File: config.mk
export PLATFORM = sky130hd
export DESIGN_NAME = adc_mode_ctrl
export DESIGN_NICKNAME = d
export VERILOG_FILES = /design/src/rtl/adc_ctrl_pkg.sv /design/src/rtl/adc_mode_ctrl.sv /design/src/rtl/result_buffer.sv
export SDC_FILE = /design/constraint.sdc
export NUM_CORES = 1
export LEC_CHECK = 0
export ABC_AREA = 1
export BUFFER_PORTS_ARGS = -buffer_cell sky130_fd_sc_hd__buf_2
export CAP_MARGIN = 15
export CORE_AREA = 2 2 132 231
export CTS_CLUSTER_DIAMETER = 100
export CTS_CLUSTER_SIZE = 14
export DETAILED_ROUTE_END_ITERATION = 8
export DIE_AREA = 0 0 134 233
export HOLD_SLACK_MARGIN = 0.08
export PLACE_DENSITY = 0.56
export SYNTH_ARGS = -nofsm -noshare
export SYNTH_HDL_FRONTEND = slang
export SYNTH_HIERARCHICAL = 1
export SYNTH_SLANG_ARGS = --single-unit
File: constraint.sdc
create_clock -name clk -period 1.64 [get_ports clk]
set_input_delay 0.164 -clock clk [delete_from_list [all_inputs] [get_ports clk]]
set_output_delay 0.164 -clock clk [all_outputs]
set_load 0.02 [all_outputs]
File: src/rtl/adc_ctrl_pkg.sv
// constants shared by the converter mode and serial frame control
package adc_ctrl_pkg;

  // ----------------------------------------------------------------
  // timing
  // ----------------------------------------------------------------
  localparam int CLK_PERIOD_NS = 8;
  localparam int CONV_TIME_NS = 1260;
  // longest conversion, rounded up so busy never drops early
  localparam int CONV_CYCLES_INT =
    (CONV_TIME_NS + CLK_PERIOD_NS - 1) / CLK_PERIOD_NS;
  localparam logic [7:0] CONV_CYCLES = CONV_CYCLES_INT[7:0];

  // ----------------------------------------------------------------
  // register port map
  // ----------------------------------------------------------------
  localparam logic [7:0] CTRL_OFFSET = 8'h00;
  localparam logic [7:0] STATUS_OFFSET = 8'h04;

  // ----------------------------------------------------------------
  // control register layout and reset value
  // ----------------------------------------------------------------
  localparam int CR_WIDTH = 32;
  localparam int CR_INTREF_BIT = 25;
  localparam int CR_DAC_LSB = 0;
  localparam int CR_DAC_WIDTH = 10;
  localparam logic [31:0] CR_RESET = 32'h0000_0000;

  // ----------------------------------------------------------------
  // status register layout
  // ----------------------------------------------------------------
  localparam int ST_BUSY_BIT = 0;
  localparam int ST_SERIAL_BIT = 1;
  localparam int ST_SOFTWARE_BIT = 2;
  localparam int ST_INTREF_BIT = 3;
  localparam int ST_DATA_READY_BIT = 4;
  localparam int ST_DAC_LSB = 16;

  // ----------------------------------------------------------------
  // data path
  // ----------------------------------------------------------------
  localparam int DATA_WIDTH = 16;
  localparam int FULL_RESOLUTION = 16;
  localparam logic [5:0] CR_SERIAL_BITS = 6'h20;

  typedef enum logic [1:0] {
    CONV_IDLE,
    CONV_RUN,
    CONV_DELIVER
  } conv_state_type;

endpackage

File: src/rtl/adc_mode_ctrl.sv
// mode selection, control register and serial/parallel read-out control
`timescale 1ns/1ps
module adc_mode_ctrl #(
  parameter int RESOLUTION = adc_ctrl_pkg::FULL_RESOLUTION
) (
  // clock and reset
  input wire logic clk,
  input wire logic sys_rst,
  // mode pins
  input wire logic iface_select_pin,
  input wire logic config_source_pin,
  input wire logic intref_or_store_pin,
  // conversion control pins
  input wire logic conversion_start_a,
  input wire logic conversion_start_b,
  input wire logic conversion_start_c,
  output logic busy,
  // parallel bus pins
  input wire logic chip_select_n,
  input wire logic read_n,
  input wire logic [15:0] data_bus_in,
  output logic [15:0] data_bus_out,
  output logic data_bus_oe_n,
  // serial link pins
  input wire logic frame_select,
  input wire logic shift_clock,
  input wire logic serial_in,
  output logic serial_out_lanes,
  output logic serial_out_oe_n,
  // analog core side
  input wire logic [adc_ctrl_pkg::DATA_WIDTH-1:0] conversion_result,
  output logic intref_enable,
  output logic [adc_ctrl_pkg::CR_DAC_WIDTH-1:0] dac_code,
  // register port
  input wire logic [7:0] reg_addr,
  input wire logic [31:0] reg_wdata,
  input wire logic reg_wr,
  input wire logic reg_rd,
  output logic [31:0] reg_rdata
);

  // ----------------------------------------------------------------
  // pin synchronisers
  // ----------------------------------------------------------------
  localparam int NPIN = 27;
  // active-low pins rest high, so leaving reset shows no false edge
  localparam logic [NPIN-1:0] PIN_IDLE = 27'h00001c0;
  logic [NPIN-1:0] pin_raw, pin_meta, pin_sync, pin_prev;

  assign pin_raw = {data_bus_in, serial_in, shift_clock, frame_select,
                    read_n, chip_select_n, conversion_start_c,
                    conversion_start_b, conversion_start_a,
                    intref_or_store_pin, config_source_pin,
                    iface_select_pin};

  always_ff @(posedge clk) begin
    if (sys_rst) begin
      pin_meta <= PIN_IDLE;
      pin_sync <= PIN_IDLE;
      pin_prev <= PIN_IDLE;
    end else begin
      pin_meta <= pin_raw;
      pin_sync <= pin_meta;
      pin_prev <= pin_sync;
    end
  end

  logic serial_mode, software_mode, dual_pin;
  logic [2:0] start_now, start_was;
  logic cs_n_s, rd_n_s, fs_now, fs_was, sck_now, sck_was, sdi_s;
  logic [15:0] db_s;
  assign serial_mode = pin_sync[0];
  assign software_mode = pin_sync[1];
  assign dual_pin = pin_sync[2];
  assign start_now = pin_sync[5:3];
  assign start_was = pin_prev[5:3];
  assign cs_n_s = pin_sync[6];
  assign rd_n_s = pin_sync[7];
  assign fs_now = pin_sync[8];
  assign fs_was = pin_prev[8];
  assign sck_now = pin_sync[9];
  assign sck_was = pin_prev[9];
  assign sdi_s = pin_sync[10];
  assign db_s = pin_sync[26:11];

  function automatic logic rose(input logic now, input logic was);
    return now && !was;
  endfunction
  function automatic logic fell(input logic now, input logic was);
    return !now && was;
  endfunction
  // lower resolutions never show a one on bit 15
  function automatic logic [15:0] pad_msb(input logic [15:0] word);
    return {word[15] && RESOLUTION >= adc_ctrl_pkg::FULL_RESOLUTION,
            word[14:0]};
  endfunction

  // ----------------------------------------------------------------
  // result buffer
  // ----------------------------------------------------------------
  logic buf_in_valid;
  logic buf_in_ready;
  logic buf_out_valid;
  logic buf_out_ready;
  logic [adc_ctrl_pkg::DATA_WIDTH-1:0] buf_out_data;

  result_buffer u_result_buffer (
    .clk(clk),
    .sys_rst(sys_rst),
    .in_valid(buf_in_valid),
    .in_ready(buf_in_ready),
    .in_data(conversion_result),
    .out_valid(buf_out_valid),
    .out_ready(buf_out_ready),
    .out_data(buf_out_data)
  );

  // ----------------------------------------------------------------
  // state
  // ----------------------------------------------------------------
  adc_ctrl_pkg::conv_state_type conv_state;
  adc_ctrl_pkg::conv_state_type next_conv_state;
  logic [7:0] conv_count;
  logic [7:0] next_conv_count;
  logic [31:0] control_register;
  logic [31:0] next_control_register;
  logic store_half;
  logic next_store_half;
  logic [15:0] tx_shift;
  logic [15:0] next_tx_shift;
  logic [31:0] rx_shift;
  logic [31:0] next_rx_shift;
  logic [5:0] rx_count;
  logic [5:0] next_rx_count;
  logic next_busy;
  logic [15:0] next_data_bus_out;
  logic next_data_bus_oe_n;
  logic next_serial_out;
  logic next_serial_out_oe_n;
  logic next_intref_enable;
  logic [adc_ctrl_pkg::CR_DAC_WIDTH-1:0] next_dac_code;
  logic [31:0] next_reg_rdata;
  logic pop;

  assign buf_out_ready = pop;

  // ----------------------------------------------------------------
  // conversion sequencing
  // ----------------------------------------------------------------
  always_comb begin
    next_conv_state = conv_state;
    next_conv_count = conv_count;
    next_busy = busy;
    buf_in_valid = 1'b0;
    case (conv_state)
      adc_ctrl_pkg::CONV_IDLE: begin
        if ((start_now & ~start_was) != 3'h0) begin
          next_conv_state = adc_ctrl_pkg::CONV_RUN;
          next_conv_count = adc_ctrl_pkg::CONV_CYCLES;
          next_busy = 1'b1;
        end
      end
      adc_ctrl_pkg::CONV_RUN: begin
        next_conv_count = conv_count - 8'h01;
        if (conv_count == 8'h01) begin
          next_conv_state = adc_ctrl_pkg::CONV_DELIVER;
        end
      end
      adc_ctrl_pkg::CONV_DELIVER: begin
        // busy holds while the buffer is full, so no result is lost
        buf_in_valid = 1'b1;
        if (buf_in_ready) begin
          next_conv_state = adc_ctrl_pkg::CONV_IDLE;
          next_busy = 1'b0;
        end
      end
      default: begin
        next_conv_state = adc_ctrl_pkg::CONV_IDLE;
        next_busy = 1'b0;
      end
    endcase
  end

  // ----------------------------------------------------------------
  // control register, read-out and settings
  // ----------------------------------------------------------------
  always_comb begin
    next_control_register = control_register;
    next_store_half = store_half;
    next_tx_shift = tx_shift;
    next_rx_shift = rx_shift;
    next_rx_count = rx_count;
    next_data_bus_out = data_bus_out;
    next_data_bus_oe_n = 1'b1;
    next_serial_out = serial_out_lanes;
    next_serial_out_oe_n = 1'b1;
    next_reg_rdata = 32'h0000_0000;
    pop = 1'b0;

    // register port write; the link paths below take priority
    if (reg_wr && reg_addr == adc_ctrl_pkg::CTRL_OFFSET) begin
      next_control_register = reg_wdata;
    end

    if (!serial_mode) begin
      // parallel read: take a word on the read falling edge
      if (!cs_n_s && fell(rd_n_s, pin_prev[7])) begin
        pop = buf_out_valid;
        next_data_bus_out = pad_msb(buf_out_valid ? buf_out_data : 16'h0000);
      end
      next_data_bus_oe_n = cs_n_s || rd_n_s;
      // store at the strobe's rising edge, high half first, then low
      if (software_mode && !cs_n_s && rose(dual_pin, pin_prev[2])) begin
        next_store_half = ~store_half;
        if (!store_half) begin
          next_control_register[31:16] = db_s;
        end else begin
          next_control_register[15:0] = db_s;
        end
      end
      if (cs_n_s) begin
        next_store_half = 1'b0;
      end
    end else begin
      if (fell(fs_now, fs_was)) begin
        // frame opens: first bit shows before any clock edge
        pop = buf_out_valid;
        next_tx_shift = pad_msb(buf_out_valid ? buf_out_data : 16'h0000);
        next_serial_out = next_tx_shift[15];
        next_rx_count = 6'h00;
      end else if (!fs_now && rose(sck_now, sck_was)) begin
        next_tx_shift = {tx_shift[14:0], 1'b0};
        next_serial_out = tx_shift[14];
      end
      if (!fs_now && fell(sck_now, sck_was)) begin
        next_rx_shift = {rx_shift[30:0], sdi_s};
        next_rx_count = rx_count + 6'h01;
        if (rx_count + 6'h01 == adc_ctrl_pkg::CR_SERIAL_BITS) begin
          next_rx_count = 6'h00;
          if (software_mode) begin
            next_control_register = {rx_shift[30:0], sdi_s};
          end
        end
      end
      // output enable follows the synchronised frame select
      next_serial_out_oe_n = fs_now;
    end

    // settings source
    if (software_mode) begin
      next_intref_enable = control_register[adc_ctrl_pkg::CR_INTREF_BIT];
    end else begin
      next_intref_enable = dual_pin;
    end
    next_dac_code = control_register[adc_ctrl_pkg::CR_DAC_LSB +:
                                     adc_ctrl_pkg::CR_DAC_WIDTH];

    // register port read, answered one cycle later
    if (reg_rd) begin
      case (reg_addr)
        adc_ctrl_pkg::CTRL_OFFSET: begin
          next_reg_rdata = control_register;
        end
        adc_ctrl_pkg::STATUS_OFFSET: begin
          next_reg_rdata[adc_ctrl_pkg::ST_BUSY_BIT] = busy;
          next_reg_rdata[adc_ctrl_pkg::ST_SERIAL_BIT] = serial_mode;
          next_reg_rdata[adc_ctrl_pkg::ST_SOFTWARE_BIT] = software_mode;
          next_reg_rdata[adc_ctrl_pkg::ST_INTREF_BIT] = intref_enable;
          next_reg_rdata[adc_ctrl_pkg::ST_DATA_READY_BIT] = buf_out_valid;
          next_reg_rdata[adc_ctrl_pkg::ST_DAC_LSB +:
                         adc_ctrl_pkg::CR_DAC_WIDTH] = dac_code;
        end
        default: begin
          next_reg_rdata = 32'h0000_0000;
        end
      endcase
    end
  end

  // ----------------------------------------------------------------
  // registers
  // ----------------------------------------------------------------
  always_ff @(posedge clk) begin
    if (sys_rst) begin
      conv_state <= adc_ctrl_pkg::CONV_IDLE;
      conv_count <= 8'h00;
      busy <= 1'b0;
      control_register <= adc_ctrl_pkg::CR_RESET;
      store_half <= 1'b0;
      tx_shift <= 16'h0000;
      rx_shift <= 32'h0000_0000;
      rx_count <= 6'h00;
      data_bus_out <= 16'h0000;
      data_bus_oe_n <= 1'b1;
      serial_out_lanes <= 1'b0;
      serial_out_oe_n <= 1'b1;
      intref_enable <= 1'b0;
      dac_code <= '0;
      reg_rdata <= 32'h0000_0000;
    end else begin
      conv_state <= next_conv_state;
      conv_count <= next_conv_count;
      busy <= next_busy;
      control_register <= next_control_register;
      store_half <= next_store_half;
      tx_shift <= next_tx_shift;
      rx_shift <= next_rx_shift;
      rx_count <= next_rx_count;
      data_bus_out <= next_data_bus_out;
      data_bus_oe_n <= next_data_bus_oe_n;
      serial_out_lanes <= next_serial_out;
      serial_out_oe_n <= next_serial_out_oe_n;
      intref_enable <= next_intref_enable;
      dac_code <= next_dac_code;
      reg_rdata <= next_reg_rdata;
    end
  end

endmodule

File: src/rtl/result_buffer.sv
// two-entry result buffer with valid/ready on both sides
`timescale 1ns/1ps
module result_buffer (
  // clock and reset
  input wire logic clk,
  input wire logic sys_rst,
  // filling side
  input wire logic in_valid,
  output logic in_ready,
  input wire logic [adc_ctrl_pkg::DATA_WIDTH-1:0] in_data,
  // draining side
  output logic out_valid,
  input wire logic out_ready,
  output logic [adc_ctrl_pkg::DATA_WIDTH-1:0] out_data
);

  logic [adc_ctrl_pkg::DATA_WIDTH-1:0] store [2];
  logic wr_ptr;
  logic rd_ptr;
  logic [1:0] count;
  logic next_wr_ptr;
  logic next_rd_ptr;
  logic [1:0] next_count;
  logic push;
  logic pop;

  assign in_ready = (count != 2'h2);
  assign out_valid = (count != 2'h0);
  assign out_data = store[rd_ptr];
  assign push = in_valid && in_ready;
  assign pop = out_valid && out_ready;

  always_comb begin
    next_wr_ptr = push ? ~wr_ptr : wr_ptr;
    next_rd_ptr = pop ? ~rd_ptr : rd_ptr;
    next_count = count;
    if (push && !pop) begin
      next_count = count + 2'h1;
    end else if (pop && !push) begin
      next_count = count - 2'h1;
    end
  end

  always_ff @(posedge clk) begin
    if (sys_rst) begin
      wr_ptr <= 1'b0;
      rd_ptr <= 1'b0;
      count <= 2'h0;
    end else begin
      wr_ptr <= next_wr_ptr;
      rd_ptr <= next_rd_ptr;
      count <= next_count;
    end
  end

  // storage holds no control state, so it needs no reset
  always_ff @(posedge clk) begin
    if (push) begin
      store[wr_ptr] <= in_data;
    end
  end

endmodule

==> out/results.txt <==
status: completed
Pint: 0.00957 W
Synth Area in Adders: 0.493%
via count: 8,864
Pwr per Cell Area: 951 mW/mm2
antenna violations before repair: 0
multiplexer share of the synthesized area: 2.14%
Hold Vio Cnt, Final: 0
Warnings, synthesis: 6
critical-path cell list: ha_4 -> nand2_4 -> inv_2 -> nand3b_1 -> nand2_2 -> nor2_8 -> buf_4 -> buf_4 -> buf_4 -> nor2_1 -> nand2_1 -> a21oi_2
post-synthesis xor/xnor area fraction: 0.259%
most common cell in the netlist: dfxtp_1
Switching Power: 0.00299 W
Synth Area in Compound Gates: 12.9%
crit share post-route: 98.5%
Yosys top cell area share: 44.2%
critical path's slowest cell: dfxtp_2
routability cong.: 0.820
DP Area: 0.0115 mm2
synth top area cells: dfxtp_1, edfxtp_1, nand2_1, inv_1, o21ai_0
Comb pwr share: 9.3%
placed cells: 1,759
Crit path largest cell delay: 0.35 ns
final setup fails: 0
Avg Cell Area, Syn: 8.06 um2
CP Data Arrival Time: 2.07 ns
Worst-Margin Slew: 0.506 ns
Period minus WS final: 1.62 ns
Final ANT Viol Nets: 0
worst hold path class: input port to flip-flop
Area Growth Syn to Fin: 30.2%
clock sink count: 256
critical path peak fanout: 5
Die H: 233 um
Required @ worst endpoint: 2.10 ns
Site Rows: 83
Reg2Reg Launch Point: rx_count[0]
DRC viols: 0
Peak Freq: 619 MHz
CTS H-tree depth: 1
LEAKAGE: 6.12 nW
Syn Std Cell Area: 0.0101 mm2
post-route insts no fill: 1,887
Starting Density: 34.8%
post-synthesis sequential area ratio: 53.6%
nets: 1,590
worst hold start: reg_wdata[9]
Critical Path End Type: flip-flop
most common library cells after synthesis: dfxtp_1, nand2_1, inv_1
IO Count: 150
Max-cap violations: 0
CTS tree: built
clock slew at reported path FFs: 0.07 ns
Pins Over Slew Limit: 0
Worst slew margin: 66.2%
Port-buffer cells: 149
reg-to-reg slack, setup: 0.02 ns
clock root buffer: clkbuf_16
grt ovf: 0
crit path from: rx_count[0]
Iter 0 DRT Violations: 475
Synth area leader: dfxtp_1
main combinational cell family by area after synthesis: simple AND/OR/NAND/NOR gates
Sw Ratio: 23.8%
worst-case vdd ir drop: 0.000869 V
Worst Setup Start Kind: flip-flop
Post-Synth Simple-Gate Area: 20.7%
number of synthesized flops with an enable pin: 32
cell mode on critical path: buf_4
fin area: 0.0132 mm2
GRT Resource Usage Total: 17.2%
pin count of the biggest net entering global routing: 64
DP HPWL: 18.6 mm
share of cells above drive strength 1: 19.3%
Distinct cells, synth: 35
Cells after Synth: 1,260
clock skew: 0.0145 ns
Worst-Skew Late Latency: 0.52 ns
WL/cell: 14.8 um
vias in the first global route: 8,602
CP Class: flip-flop to flip-flop
Yosys reg bits: 256
global-route wire length before repair: 42.7 mm
antenna cell count: 0
Syn Nets: 1,351
Routed WL: 27.9 mm
unrepaired setup endpoints after global routing: true
clock tree buffer depth: 3
Post-synth top flop: dfxtp_1
FFs w/ async S/R, synth: 0%
area of the core: 0.0292 mm2
drt pass-1 iters: 5
die width: 134 um
Clk network pwr share: 38.1%
TritonCTS buffer count: 22
DIE AREA: 0.0312 mm2
via density per instance: 4.70
Sequential Power Share: 52.6%
path summary, 6_finish.rpt:
path / to / cells past startpoint
worst min register to register: pin_sync[20] / 2
worst min-delay path: control_register[9] / 6
worst max-delay path: rx_count[5] / 12
worst max register to register: rx_count[5] / 12
through the flow:
step	hold WS [ns]	setup TNS, ns	util, %	worst slack, ns	total power [W]
global placement	0.354	0	39.5	0.0262	0.00775
CTS	0.0805	0	44.4	0.0181	0.0127
finish	0.102	0	45.3	0.0247	0.0126
global route	0.134	-1.49	45.3	-0.0844	0.0131
floorplan	0.263	-0.658	-	-0.0200	0.00735
detailed placement	0.350	0	39.5	0.00204	0.00776
worst max-delay path, delay by kind of cell (launching register included):
kind	cells	cell delay (ns)
buffers and inverters	4	0.45
DFF	1	0.35
AOI/OAI and AO/OA	1	0.12
and+or+nand+nor	6	0.48
adders and majority gates	1	0.15
final cells by class:
cell class | instances | area [um2]
inverters | 173 | 657
flip-flops and latches | 256 | 5450
multi-input cells | 759 | 3790
clock inverters | 1 | 11.3
fillers | 2853 | 16000
repair buffers | 287 | 2230
clock buffers | 29 | 598
well taps | 382 | 478
layout by cell type (no fill, tap or decap), drive strengths merged, types with 2 or more instances in the layout:
cell         netlist  final
edfxtp            32     32
nand3             74     74
dfxtp            224    224
a21oi            100    100
inv              172    172
buf               30    202
ha                 4      4
nand2            224    224
a31oi             15     15
nand3b             2      2
mux2              16     16
clkbuf            42     32
dlygate4sd3        0     82
nor2             130    130
xor2               2      2
o32ai              3      3
o21ai            135    135
clkinvlp           0      2
nand4             40     40
or2               11     11
cell families after synthesis:
family / Yosys count
flops: 256
simple gates: 482
mux: 16
xor+xnor: 3
fa+ha+maj: 4
compound gates: 254
buf+inv: 245
layer usage:
metal / vias to the layer above / part of all wire [%] / track usage, %
met5: - / 0 / 0
met4: 0 / 4.3 / 7.71
met3: 61 / 3.8 / 2.03
met2: 230 / 52 / 32.9
met1: 4036 / 39 / 18.6
li1: 4537 / - / -
registers in the layout, summed over array words and instances (netlist names), named ones only:
signal                  count
store_half                  1
busy                        1
serial_out_oe_n             1
u_result_buffer/wr_ptr      1
pin_prev                    7
u_result_buffer/store      32
conv_state                  2
data_bus_oe_n               1
conv_count                  8
pin_sync                   27
pin_meta                   27
dac_code                   10
data_bus_out               16
u_result_buffer/count       2
serial_out_lanes            1
reg_rdata                  32
intref_enable               1
control_register           32
tx_shift                   15
rx_count                    6
rx_shift                   31
u_result_buffer/rd_ptr      1
repair_timing:
| action | CTS | global route |
|---|---|---|
| pin swaps | 1 | 13 |
| hold buffers | 82 | 0 |
| cloned | 0 | 4 |
| endpoints found under the setup margin | 3 | 49 |
| gates resized for setup | 0 | 29 |
| buffers inserted | 0 | 12 |
| endpoints found under the hold margin | 93 | 0 |
power groups by stage:
stage / Clock [W] / Combinational [W] / Sequential [W]
detailed placement: 0 / 0.00102 / 0.00675
global placement: 0 / 0.00101 / 0.00674
finish: 0.00479 / 0.00117 / 0.00661
global route: 0.00518 / 0.00130 / 0.00662
floorplan: 0 / 0.000615 / 0.00674
CTS: 0.00493 / 0.00117 / 0.00661
No activity file was read; power rests on OpenSTA's default activity.
